--- src/motdet_pkg.sv ---
// constants for the motion detect and sample buffer control block
// assumes a single clock domain shared with the sample source and register port
package motdet_pkg;

  // ---------------------------------------------------------------
  // register offsets
  // ---------------------------------------------------------------
  localparam logic [7:0] MOTDET_ADDR_INACT_LOW  = 8'h25;
  localparam logic [7:0] MOTDET_ADDR_INACT_HIGH = 8'h26;
  localparam logic [7:0] MOTDET_ADDR_CONTROL    = 8'h27;
  localparam logic [7:0] MOTDET_ADDR_BUF_CFG    = 8'h28;

  // ---------------------------------------------------------------
  // reset values
  // ---------------------------------------------------------------
  localparam logic [7:0] MOTDET_RST_INACT_LOW  = 8'h00;
  localparam logic [7:0] MOTDET_RST_INACT_HIGH = 8'h00;
  localparam logic [7:0] MOTDET_RST_CONTROL    = 8'h00;
  localparam logic [7:0] MOTDET_RST_BUF_CFG    = 8'h00;
  localparam logic [7:0] MOTDET_RDATA_UNMAPPED = 8'h00;

  // ---------------------------------------------------------------
  // control field positions
  // ---------------------------------------------------------------
  localparam int MOTDET_MOTION_EN_BIT  = 0;
  localparam int MOTDET_MOTION_REF_BIT = 1;
  localparam int MOTDET_STILL_EN_BIT   = 2;
  localparam int MOTDET_STILL_REF_BIT  = 3;
  localparam int MOTDET_SEQ_LO_BIT     = 4;
  localparam int MOTDET_SEQ_HI_BIT     = 5;

  // ---------------------------------------------------------------
  // buffer config field positions
  // ---------------------------------------------------------------
  localparam int MOTDET_BUF_MODE_LO_BIT = 0;
  localparam int MOTDET_BUF_MODE_HI_BIT = 1;
  localparam int MOTDET_BUF_TEMP_BIT    = 2;
  localparam int MOTDET_BUF_MSB_BIT     = 3;

  // ---------------------------------------------------------------
  // widths and counts
  // ---------------------------------------------------------------
  localparam int          MOTDET_SAMPLE_W     = 12;
  localparam int          MOTDET_THRESH_W     = 11;
  localparam int          MOTDET_COUNT_W      = 16;
  localparam logic [15:0] MOTDET_MOTION_COUNT = 16'h0001;

  typedef enum logic [1:0] {
    MOTDET_BUF_OFF,
    MOTDET_BUF_OLDEST,
    MOTDET_BUF_STREAM,
    MOTDET_BUF_TRIGGERED
  } motdet_buf_mode_e;

endpackage

--- src/motdet_sample_if.sv ---
// sample carrier between the control block and its detectors
// assumes producer and consumers share clk_i
`timescale 1ns/1ps
`default_nettype none
interface motdet_sample_if;
  import motdet_pkg::*;
  logic                              valid;
  logic signed [MOTDET_SAMPLE_W-1:0] axis [3];

  modport src (output valid, output axis);
  modport dst (input valid, input axis);
endinterface
`default_nettype wire

--- src/motdet_detector.sv ---
// one threshold detector with consecutive sample counting
// assumes samples arrive as single-cycle valid pulses on clk_i
`timescale 1ns/1ps
`default_nettype none
module motdet_detector
  import motdet_pkg::*;
(
  // clock and reset
  input  wire logic                       clk_i,
  input  wire logic                       reset_n_i,
  // samples
  motdet_sample_if.dst                    smp,
  // configuration
  input  wire logic                       armed_i,
  input  wire logic                       referenced_i,
  input  wire logic                       over_mode_i,
  input  wire logic [MOTDET_THRESH_W-1:0] threshold_i,
  input  wire logic [MOTDET_COUNT_W-1:0]  need_count_i,
  // result
  output logic                            event_o
);

  logic signed [MOTDET_SAMPLE_W-1:0] ref_axis [3];
  logic                              ref_ok;
  logic [2:0]                        over_axis;
  logic [2:0]                        under_axis;
  logic                              hit;
  logic [MOTDET_COUNT_W-1:0]         count;
  logic [MOTDET_COUNT_W-1:0]         need;
  logic [MOTDET_COUNT_W-1:0]         next_count;

  // ---------------------------------------------------------------
  // per-axis magnitude compare
  // ---------------------------------------------------------------
  for (genvar a = 0; a < 3; a++) begin : g_axis
    logic signed [MOTDET_SAMPLE_W:0] diff;
    logic        [MOTDET_SAMPLE_W:0] mag;
    logic        [MOTDET_SAMPLE_W:0] thr_wide;
    // referenced mode subtracts the captured baseline
    assign diff = referenced_i ? (MOTDET_SAMPLE_W+1)'(smp.axis[a] - ref_axis[a])
                               : (MOTDET_SAMPLE_W+1)'(smp.axis[a]);
    assign mag        = diff[MOTDET_SAMPLE_W] ? (MOTDET_SAMPLE_W+1)'(-diff) : diff;
    assign thr_wide   = (MOTDET_SAMPLE_W+1)'(threshold_i);
    assign over_axis[a]  = mag > thr_wide;
    assign under_axis[a] = mag < thr_wide;

    always_ff @(posedge clk_i) begin
      if (!reset_n_i) begin
        ref_axis[a] <= '0;
      end else if (armed_i && smp.valid && !ref_ok) begin
        ref_axis[a] <= smp.axis[a];
      end
    end
  end

  // activity needs any axis over, inactivity needs every axis under
  assign hit = over_mode_i ? |over_axis : &under_axis;
  // a programmed zero behaves as one sample
  assign need       = (need_count_i == '0) ? MOTDET_MOTION_COUNT : need_count_i;
  assign next_count = count + MOTDET_MOTION_COUNT;

  // ---------------------------------------------------------------
  // consecutive sample counter
  // ---------------------------------------------------------------
  always_ff @(posedge clk_i) begin
    if (!reset_n_i) begin
      count   <= '0;
      event_o <= 1'b0;
    end else begin
      event_o <= 1'b0;
      if (!armed_i) begin
        count <= '0;
      end else if (smp.valid) begin
        // the first sample only seeds the baseline in referenced mode
        if (referenced_i && !ref_ok) begin
          count <= '0;
        end else if (!hit) begin
          count <= '0;
        end else if (next_count >= need) begin
          count   <= '0;
          event_o <= 1'b1;
        end else begin
          count <= next_count;
        end
      end
    end
  end

  // baseline is retaken after every event so referenced mode tracks posture
  always_ff @(posedge clk_i) begin
    if (!reset_n_i) begin
      ref_ok <= 1'b0;
    end else if (!armed_i || event_o) begin
      ref_ok <= 1'b0;
    end else if (smp.valid) begin
      ref_ok <= 1'b1;
    end
  end

endmodule
`default_nettype wire

--- src/motdet_top.sv ---
// motion detect control registers, sequencing and buffer configuration
// assumes register port, sample source and status reader share clk_i
`timescale 1ns/1ps
`default_nettype none

// Notes on behaviour
// inactivity duration is a 16-bit sample count
// duration zero acts as one sample
// mode X0 arms both, host acknowledges
// mode 01 alternates, host acknowledges
// mode 11 alternates, acknowledged internally
// sequencing needs both enable bits set
// control bit 3 selects referenced inactivity
// control bit 2 enables inactivity detection
// control bit 1 selects referenced activity
// control bit 0 enables activity detection
// buffer bit 3 is sample count msb
// buffer bit 2 stores temperature samples
// buffer mode field selects buffer behaviour
// inactivity needs consecutive all-axis under samples
// low byte plus high byte form count
// magnitude of signed sample versus threshold
// sequencing starts armed for activity, alternates
// unused bits store and read back
module motdet_top
  import motdet_pkg::*;
(
  // clock and reset
  input  wire logic                        clk_i,
  input  wire logic                        reset_n_i,
  // register port
  input  wire logic [7:0]                  reg_addr_i,
  input  wire logic [7:0]                  reg_wdata_i,
  input  wire logic                        reg_write_i,
  input  wire logic                        reg_read_i,
  output logic      [7:0]                  reg_rdata_o,
  // acceleration samples
  input  wire logic                        sample_valid_i,
  input  wire logic [MOTDET_SAMPLE_W-1:0]  sample_x_i,
  input  wire logic [MOTDET_SAMPLE_W-1:0]  sample_y_i,
  input  wire logic [MOTDET_SAMPLE_W-1:0]  sample_z_i,
  // thresholds held elsewhere
  input  wire logic [MOTDET_THRESH_W-1:0]  motion_threshold_i,
  input  wire logic [MOTDET_THRESH_W-1:0]  still_threshold_i,
  // status acknowledge and buffer sample count low byte
  input  wire logic                        status_read_i,
  input  wire logic [7:0]                  buffer_samples_low_i,
  // detection state
  output logic                             motion_armed_o,
  output logic                             still_armed_o,
  output logic                             motion_flag_o,
  output logic                             still_flag_o,
  output logic                             autosleep_allowed_o,
  // buffer configuration
  output motdet_buf_mode_e                 buffer_mode_o,
  output logic                             buffer_store_temp_o,
  output logic      [8:0]                  buffer_sample_count_o
);

  typedef enum logic {MOTDET_SEQ_MOTION, MOTDET_SEQ_STILL} motdet_seq_e;

  logic [7:0]                inactivity_time_low;
  logic [7:0]                inactivity_time_high;
  logic [7:0]                motion_detect_control;
  logic [7:0]                sample_buffer_config;
  logic [MOTDET_COUNT_W-1:0] inactivity_sample_count;
  logic [1:0]                sequencing_mode_field;
  logic                      motion_detect_enable;
  logic                      still_detect_enable;
  logic                      sequenced;
  logic                      loop_mode;
  logic                      motion_armed;
  logic                      still_armed;
  logic                      motion_event;
  logic                      still_event;
  motdet_seq_e               seq_state;

  motdet_sample_if smp_bus ();

  // ---------------------------------------------------------------
  // register writes
  // ---------------------------------------------------------------
  always_ff @(posedge clk_i) begin
    if (!reset_n_i) begin
      inactivity_time_low   <= MOTDET_RST_INACT_LOW;
      inactivity_time_high  <= MOTDET_RST_INACT_HIGH;
      motion_detect_control <= MOTDET_RST_CONTROL;
      sample_buffer_config  <= MOTDET_RST_BUF_CFG;
    end else if (reg_write_i) begin
      // whole bytes stored so unused bits read back as written
      unique case (reg_addr_i)
        MOTDET_ADDR_INACT_LOW:  inactivity_time_low   <= reg_wdata_i;
        MOTDET_ADDR_INACT_HIGH: inactivity_time_high  <= reg_wdata_i;
        MOTDET_ADDR_CONTROL:    motion_detect_control <= reg_wdata_i;
        MOTDET_ADDR_BUF_CFG:    sample_buffer_config  <= reg_wdata_i;
        default: ;
      endcase
    end
  end

  // ---------------------------------------------------------------
  // register reads, answered one cycle after the strobe
  // ---------------------------------------------------------------
  always_ff @(posedge clk_i) begin
    if (!reset_n_i) begin
      reg_rdata_o <= MOTDET_RDATA_UNMAPPED;
    end else if (reg_read_i) begin
      unique case (reg_addr_i)
        MOTDET_ADDR_INACT_LOW:  reg_rdata_o <= inactivity_time_low;
        MOTDET_ADDR_INACT_HIGH: reg_rdata_o <= inactivity_time_high;
        MOTDET_ADDR_CONTROL:    reg_rdata_o <= motion_detect_control;
        MOTDET_ADDR_BUF_CFG:    reg_rdata_o <= sample_buffer_config;
        default:                reg_rdata_o <= MOTDET_RDATA_UNMAPPED;
      endcase
    end
  end

  // ---------------------------------------------------------------
  // field decode
  // ---------------------------------------------------------------
  assign inactivity_sample_count = {inactivity_time_high, inactivity_time_low};
  assign sequencing_mode_field   = motion_detect_control[MOTDET_SEQ_HI_BIT:MOTDET_SEQ_LO_BIT];
  assign motion_detect_enable    = motion_detect_control[MOTDET_MOTION_EN_BIT];
  assign still_detect_enable     = motion_detect_control[MOTDET_STILL_EN_BIT];
  // linked or loop only when both detectors are enabled
  assign sequenced = sequencing_mode_field[0] && motion_detect_enable && still_detect_enable;
  assign loop_mode = sequenced && sequencing_mode_field[1];

  // default mode arms each enabled detector at once
  assign motion_armed = sequenced ? (seq_state == MOTDET_SEQ_MOTION) : motion_detect_enable;
  assign still_armed  = sequenced ? (seq_state == MOTDET_SEQ_STILL)  : still_detect_enable;

  // ---------------------------------------------------------------
  // sequencing state
  // ---------------------------------------------------------------
  always_ff @(posedge clk_i) begin
    if (!reset_n_i) begin
      seq_state <= MOTDET_SEQ_MOTION;
    end else if (!sequenced) begin
      seq_state <= MOTDET_SEQ_MOTION;
    end else begin
      unique case (seq_state)
        MOTDET_SEQ_MOTION: if (motion_event) seq_state <= MOTDET_SEQ_STILL;
        MOTDET_SEQ_STILL:  if (still_event)  seq_state <= MOTDET_SEQ_MOTION;
      endcase
    end
  end

  // ---------------------------------------------------------------
  // detectors
  // ---------------------------------------------------------------
  assign smp_bus.valid   = sample_valid_i;
  assign smp_bus.axis[0] = sample_x_i;
  assign smp_bus.axis[1] = sample_y_i;
  assign smp_bus.axis[2] = sample_z_i;

  motdet_detector u_motion (
    .clk_i        (clk_i),
    .reset_n_i    (reset_n_i),
    .smp          (smp_bus),
    .armed_i      (motion_armed),
    .referenced_i (motion_detect_control[MOTDET_MOTION_REF_BIT]),
    .over_mode_i  (1'b1),
    .threshold_i  (motion_threshold_i),
    .need_count_i (MOTDET_MOTION_COUNT),
    .event_o      (motion_event)
  );

  motdet_detector u_still (
    .clk_i        (clk_i),
    .reset_n_i    (reset_n_i),
    .smp          (smp_bus),
    .armed_i      (still_armed),
    .referenced_i (motion_detect_control[MOTDET_STILL_REF_BIT]),
    .over_mode_i  (1'b0),
    .threshold_i  (still_threshold_i),
    .need_count_i (inactivity_sample_count),
    .event_o      (still_event)
  );

  // ---------------------------------------------------------------
  // event flags; a new event beats a same-cycle acknowledge
  // ---------------------------------------------------------------
  always_ff @(posedge clk_i) begin
    if (!reset_n_i) begin
      motion_flag_o <= 1'b0;
      still_flag_o  <= 1'b0;
    end else begin
      // loop mode acks itself, so a flag stands one cycle only
      if (motion_event) begin
        motion_flag_o <= 1'b1;
      end else if (loop_mode || status_read_i) begin
        motion_flag_o <= 1'b0;
      end
      if (still_event) begin
        still_flag_o <= 1'b1;
      end else if (loop_mode || status_read_i) begin
        still_flag_o <= 1'b0;
      end
    end
  end

  // ---------------------------------------------------------------
  // registered outputs
  // ---------------------------------------------------------------
  always_ff @(posedge clk_i) begin
    if (!reset_n_i) begin
      motion_armed_o      <= 1'b0;
      still_armed_o       <= 1'b0;
      autosleep_allowed_o <= 1'b0;
    end else begin
      motion_armed_o      <= motion_armed;
      still_armed_o       <= still_armed;
      autosleep_allowed_o <= sequenced;
    end
  end

  always_ff @(posedge clk_i) begin
    if (!reset_n_i) begin
      buffer_mode_o         <= MOTDET_BUF_OFF;
      buffer_store_temp_o   <= 1'b0;
      buffer_sample_count_o <= '0;
    end else begin
      buffer_mode_o         <= motdet_buf_mode_e'(
                               sample_buffer_config[MOTDET_BUF_MODE_HI_BIT:MOTDET_BUF_MODE_LO_BIT]);
      buffer_store_temp_o   <= sample_buffer_config[MOTDET_BUF_TEMP_BIT];
      buffer_sample_count_o <= {sample_buffer_config[MOTDET_BUF_MSB_BIT], buffer_samples_low_i};
    end
  end

endmodule
`default_nettype wire

--- config.mk ---
export PLATFORM = sky130hd
export DESIGN_NAME = motdet_top
export DESIGN_NICKNAME = d
export VERILOG_FILES = /design/src/motdet_pkg.sv /design/src/motdet_sample_if.sv /design/src/motdet_detector.sv /design/src/motdet_top.sv
export SDC_FILE = /design/constraint.sdc
export NUM_CORES = 1
export LEC_CHECK = 0
export BUFFER_PORTS_ARGS = -buffer_cell sky130_fd_sc_hd__buf_2
export CAP_MARGIN = 15
export CORE_UTILIZATION = 55
export CTS_CLUSTER_DIAMETER = 80
export DETAILED_ROUTE_END_ITERATION = 10
export MAX_ROUTING_LAYER = met4
export PLACE_DENSITY = 0.76
export SYNTH_ARGS = -nofsm -noshare
export SYNTH_HDL_FRONTEND = slang
export SYNTH_HIERARCHICAL = 1
export SYNTH_SLANG_ARGS = --single-unit
--- constraint.sdc ---
create_clock -name clk_i -period 7.3 [get_ports clk_i]
set_input_delay 1.825 -clock clk_i [delete_from_list [all_inputs] [get_ports clk_i]]
set_output_delay 1.825 -clock clk_i [all_outputs]
set_load 0.03 [all_outputs]
* Yosys cells after proc, flatten, opt, wreduce, memory -nomap -nowiden *
Memory sizes are Yosys's and may differ from the RTL's.
Cells that the tools add are included.
Widths: inputs -> output; s select.

cells by class
  $add $sub $neg = 14
  $lt $le $gt $ge = 8
  equality and inequality tests = 4
  multiplexer cells = 43
  bitwise logic cells = 13
  reductions and logical operators = 32

operators by type and width
  cell                   number
  $mux 13                12
  $mux 16                7
  $neg 13->13            6
  $sub 12x12->13         6
  $mux 12                6
  $gt 13x11->1           3
  $lt 13x11->1           3
  $add 16x1->16 const B  2
  $eq 8x6->1 const B     4
  $pmux 8 s4             1
  $ge 16x1->1 const B    1
  $ge 16x16->1           1
  $logic_not 16->1       1
  $mux 1                 16
  $reduce_and 2->1       7
  $reduce_or 5->1        2
  $logic_and 1x1->1      9
  $not 1->1              7
  $or 1x1->1             6
  $logic_not 1->1        4
  $reduce_bool 2->1      2
  $reduce_or 2->1        2
  $logic_or 1x1->1       3
  $reduce_and 3->1       1
  2 further kinds        2

word-level totals
  bits in registers = 94
  bits in writable memories = 72
  input bits = 88
  logic and storage cells = 136
  memories = 2

memory list
  memory             depth  width  rd ports  clocked after memory_dff  wr ports  line                   source
  u_motion.ref_axis  3      12     3         0                         3         motdet_detector.sv:23  logic signed [MOTDET_SAMPLE_W-1:0] ref_axis [3];
  u_still.ref_axis   3      12     3         0                         3         motdet_detector.sv:23

* Longest topological paths before layout *
  word-level depth = 9
  depth in mapped cells = 28
  mapped depth without buffers = 25

* Hierarchy *
The synthesis kept the hierarchy.

by module, submodules not included
  module                       times used  cells an instance  area an instance (sq um)  sequential area each (sq um)
  motdet_detector at u_still   1           823                6660.1                    1441.4
  motdet_detector at u_motion  1           801                6587.6                    1441.4
  motdet_top                   1           231                2160.8                    1161.1

* Least setup slack after synthesis *
No wires, ideal clock.

  path kind = in2reg
  start point = in sample_z_i[0]
  end point = reg u_still.count[0]
  setup time = 0.069 ns
  data arrival time = 6.363 ns
  required time = 7.231 ns
  path slack = 0.868 ns
  stages on the path = 26
  path buffers = 2
  path through = inv_1 ha_1 inv_1 fa_1 a211oi_1 o21ai_0 a2111oi_0 nor2_1 nand2_1 a31oi_1 or2_2 clkbuf_1 nor2_1 a21oi_1 ha_1 nor2b_1 o21a_1 o21a_1 o21a_1 o21a_1 o21bai_1 nand4_1 o41ai_4 buf_2 nand3_2 o21ai_1

on the way
  cells in the longest elaborated chain, start to end = 8

RTL lines
  element               line                   source
  from (decl)           motdet_top.sv:41       input wire logic [MOTDET_SAMPLE_W-1:0] sample_z_i,
  $sub 12x12->13        motdet_detector.sv:40  assign diff = referenced_i ? (MOTDET_SAMPLE_W+1)'(smp.axis[a] - ref_axis[a])
  $mux 13 (*)           motdet_detector.sv:40
  $neg 13->13           motdet_detector.sv:42  assign mag = diff[MOTDET_SAMPLE_W] ? (MOTDET_SAMPLE_W+1)'(-diff) : diff;
  $mux 13 (*)           motdet_detector.sv:42
  $lt 13x11->1 (*)      motdet_detector.sv:45  assign under_axis[a] = mag < thr_wide;
  $reduce_and 3->1 (*)  motdet_detector.sv:57  assign hit = over_mode_i ? |over_axis : &under_axis;
  $mux 16 (*)           motdet_detector.sv:77  end else if (!hit) begin
  $mux 16 (*)           motdet_detector.sv:75  if (referenced_i && !ref_ok) begin
  to (signal assigned)  motdet_detector.sv:83  count <= next_count;
  to (decl)             motdet_detector.sv:28  logic [MOTDET_COUNT_W-1:0] count;

Every way passes the cells marked *; elsewhere a longest branch is shown, timed or not.
A chain may end at the register's enable or synchronous reset.

* Worst setup path in the final report *
  start point = in sample_y_i[0]
  end point = reg u_motion.count[0]

on the way
  cells in the longest elaborated chain, start to end = 8

RTL lines
  element               line                   source
  from (decl)           motdet_top.sv:40       input wire logic [MOTDET_SAMPLE_W-1:0] sample_y_i,
  $sub 12x12->13        motdet_detector.sv:40
  $mux 13 (*)           motdet_detector.sv:40
  $neg 13->13           motdet_detector.sv:42
  $mux 13 (*)           motdet_detector.sv:42
  $gt 13x11->1 (*)      motdet_detector.sv:44  assign over_axis[a] = mag > thr_wide;
  $reduce_or 3->1 (*)   motdet_detector.sv:57
  $mux 16 (*)           motdet_detector.sv:77
  $mux 16 (*)           motdet_detector.sv:75
  to (signal assigned)  motdet_detector.sv:83
  to (decl)             motdet_detector.sv:28

Marks and branches as above.

==> impl_metrics.ini <==
[drt]
drtIter0Drc = 1061
wire_per_inst_um = 16.8
drt-pass1-iter-count = 6
via_count = 14000
drc = 0
ant_nets = 0
avgViaCountPerCell = 5.93
drt_wl_total_um = 39600

[sta]
worst_pin_slew_ns = 1.03
max-slew-margin-rel_pct = 31.4
fmax_mhz = 155
hold_viol_final = 0
maxSlewViolCount = 0
rsz0062_at_grt = no
fin_worst_skew_ns = 0.0202
setup_viol = 0
period_needed_ns = 6.45
finalCritPeriodShare_pct = 88.4
tns_ns = 0

[synth]
ys_seq_area_share_pct = 26.2
synth_top_cell_by_area = ha_1
netlist_instances = 1855
ys_types = 102
yosys.area.top_type_share_pct = 14.5
synth-edff-count = 72
ys_top_cells_by_area = ha_1 14%, edfxtp_1 14%, dfxtp_1 12%
synth_most_common_cell = ha_1
async_flop_share_pct = 0
synth_common_cells = 178 x ha_1, 167 x inv_1, 149 x nand2_1
ys.flop_type = dfxtp_1
synth-seq-cells = 166
yosys_warnings = 6
synth_area_per_cell_um2 = 8.31
synth.cell_area_mm2 = 0.0154

[floorplan]
num_io_pins = 113
core_area_mm2 = 0.0273
die_w_um = 169
dieArea_mm2 = 0.0287
fp.dieH_um = 169
start_util_pct = 56.5
placementRows = 60

[grt]
met2_usage_pct = 48.2
grt_overflow = 0
grt_pass1_vias = 13100
antenna_found_initial = 5
grt.busiest_layer = met2
grt_pass1_wl_um = 63800
use_met1_pct = 34.7
grtUsageTotal_pct = 28.4
grt_max_degree = 59
gr-usage-met3_pct = 4.01

[run_status]
status = finished clean

[cts]
cts_buffer_depth = 2
cts_resized = 0
insertion_delay_ns = 0.44
tritoncts = built
holdBufCountCts = 0
postCtsSetupBuffers = 0
cts_max_level = 4
cts_root_buffer = clkbuf_16
clock_sinks = 166
clkTransAtPathRegs_ns = 0.08
cts_buffers = 17

[run]
max_cap_violations = 0

[power_and_ir_drop]
p_leak_nw = 7.47
p_per_area_mw_per_mm2 = 149
power.total_mw = 2.53
ir_worst_vdd_mv = 0.148

[place]
placed_area_mm2 = 0.0164
dp.cells = 2323
gp_congestion = 0.897
dp_hpwl_um = 29900
io_buffers = 112

[worst_setup_path]
worst-endpoint-required_ns = 7.64
setup.worst_path.start_class = input port
crit_fanout = 11
crit_type = in2reg
cp.arrival_ns = 6.79
endpoint_kind = flop

[finish]
finalNonFillerCells = 2360
fill_cells = 2418
final_cell_area_mm2 = 0.0170
drive_gt1_share_pct = 11.2
area_growth_pct = 10.3
final_nets = 2242

[hold_path]
worstHoldPathType = reg2reg
## path summary, 6_finish.rpt
| kind | cells after the start | slack (ns) | from | endpoint |
|---|---|---|---|---|
| hold reg to reg | 2 | 0.47 | reg_rdata_o[5]$_SDFFE_PN0P_ | reg_rdata_o[5]$_SDFFE_PN0P_ |
| setup / recovery | 21 | 0.85 | sample_y_i[0] | u_motion/count[0]$_SDFFE_PN0P_ |
| setup reg to reg | 17 | 1.98 | motion_detect_control[1]$_SDFFE_PN0P_ | u_motion/count[0]$_SDFFE_PN0P_ |
| hold / removal | 2 | 0.47 | reg_rdata_o[5]$_SDFFE_PN0P_ | reg_rdata_o[5]$_SDFFE_PN0P_ |
## power breakdown
group	leakage (nW)	switching [mW]	internal, mW
sequential	1.50	0.00503	0.981
clock	0.296	0.473	0.470
combinational	5.67	0.362	0.239
total	7.47	0.841	1.69
## through the flow
stage               setup slack, ns  hold WS [ns]  utilization, %
finish                        0.850         0.469            62.4
global route                  0.425         0.490            62.4
CTS                           0.916         0.468            62.3
detailed placement            0.466         0.450            60.1
global placement              0.527         0.447            60.1
floorplan                     0.868         0.422               -
## sequential cells by signal, indices dropped and copies added, names as in the netlist, 9 cells and up
| name | cells |
|---|---|
| buffer_sample_count_o | 9 |
| u_motion/count | 16 |
| u_motion/ref_axis | 36 |
| u_still/count | 16 |
| u_still/ref_axis | 36 |
## cells in the final DEF, fill, tap and decap left out, types with 19 or more instances in the layout
cell type and n:
xnor2_1 56, o21ai_0 95, nor2b_1 43, xor2_1 41, and3_1 27, and2_1 100
a21o_1 45, edfxtp_1 72, o2111ai_1 19, a211oi_1 21, nand3_1 63, o21a_1 28
conb_1 35, nand2_1 149, a31oi_1 25, ha_1 178, inv_1 167, buf_2 112
nor2_1 114, dfxtp_1 92, nand2b_1 21, nor3_1 43, nand4_1 25, a21oi_1 84
## worst max-delay path, stage by stage
cell	delay (ns)
buf_2	0.12
inv_1	0.06
ha_1	0.25
fa_1	0.41
nand2b_1	0.19
a211oi_2	0.32
o2111ai_1	0.20
a21o_1	0.20
o2bb2ai_1	0.18
nor2_1	0.48
nor2_1	0.13
xnor2_1	0.20
ha_1	0.27
a21o_1	0.18
a221oi_1	0.28
a21boi_0	0.27
a21oi_1	0.12
a211oi_1	0.21
and3_1	0.40
nor3_2	0.19
mux2_2	0.29
## metal layers
metal  wire (um)  vias to the layer above  part of all wire, %
met5           0                        -                    0
met4         854                        0                  2.2
met3        2310                       58                  5.8
met2       19000                      432                   48
met1       17500                     6525                   44
li1            -                     6972                    -
## logic make-up (layout without fill, tap and decap cells)
group	count (synthesis)	count (layout)	share of synthesized area (%)
xor+xnor	97	97	5.51
compound gates	471	471	21.5
simple gates	669	669	23.1
flops	166	166	26.2
fa+ha+maj	184	184	15.2
mux	36	36	2.50
other cells	2	40	0.0487
buf+inv	230	325	5.91
## layout make-up
cell class                 instances  area [um^2]  area share (%)
tap                              372          465            2.74
sequential                       166         4050            23.8
timing repair buffer             124          651            3.83
clock inverter                    15          175            1.03
clock buffer                      17          425            2.50
multi-input combinational       1492        10600            62.3
antenna                            5         12.5          0.0736
inverter                         169          634            3.73
No activity file was read; power rests on OpenSTA's default activity.
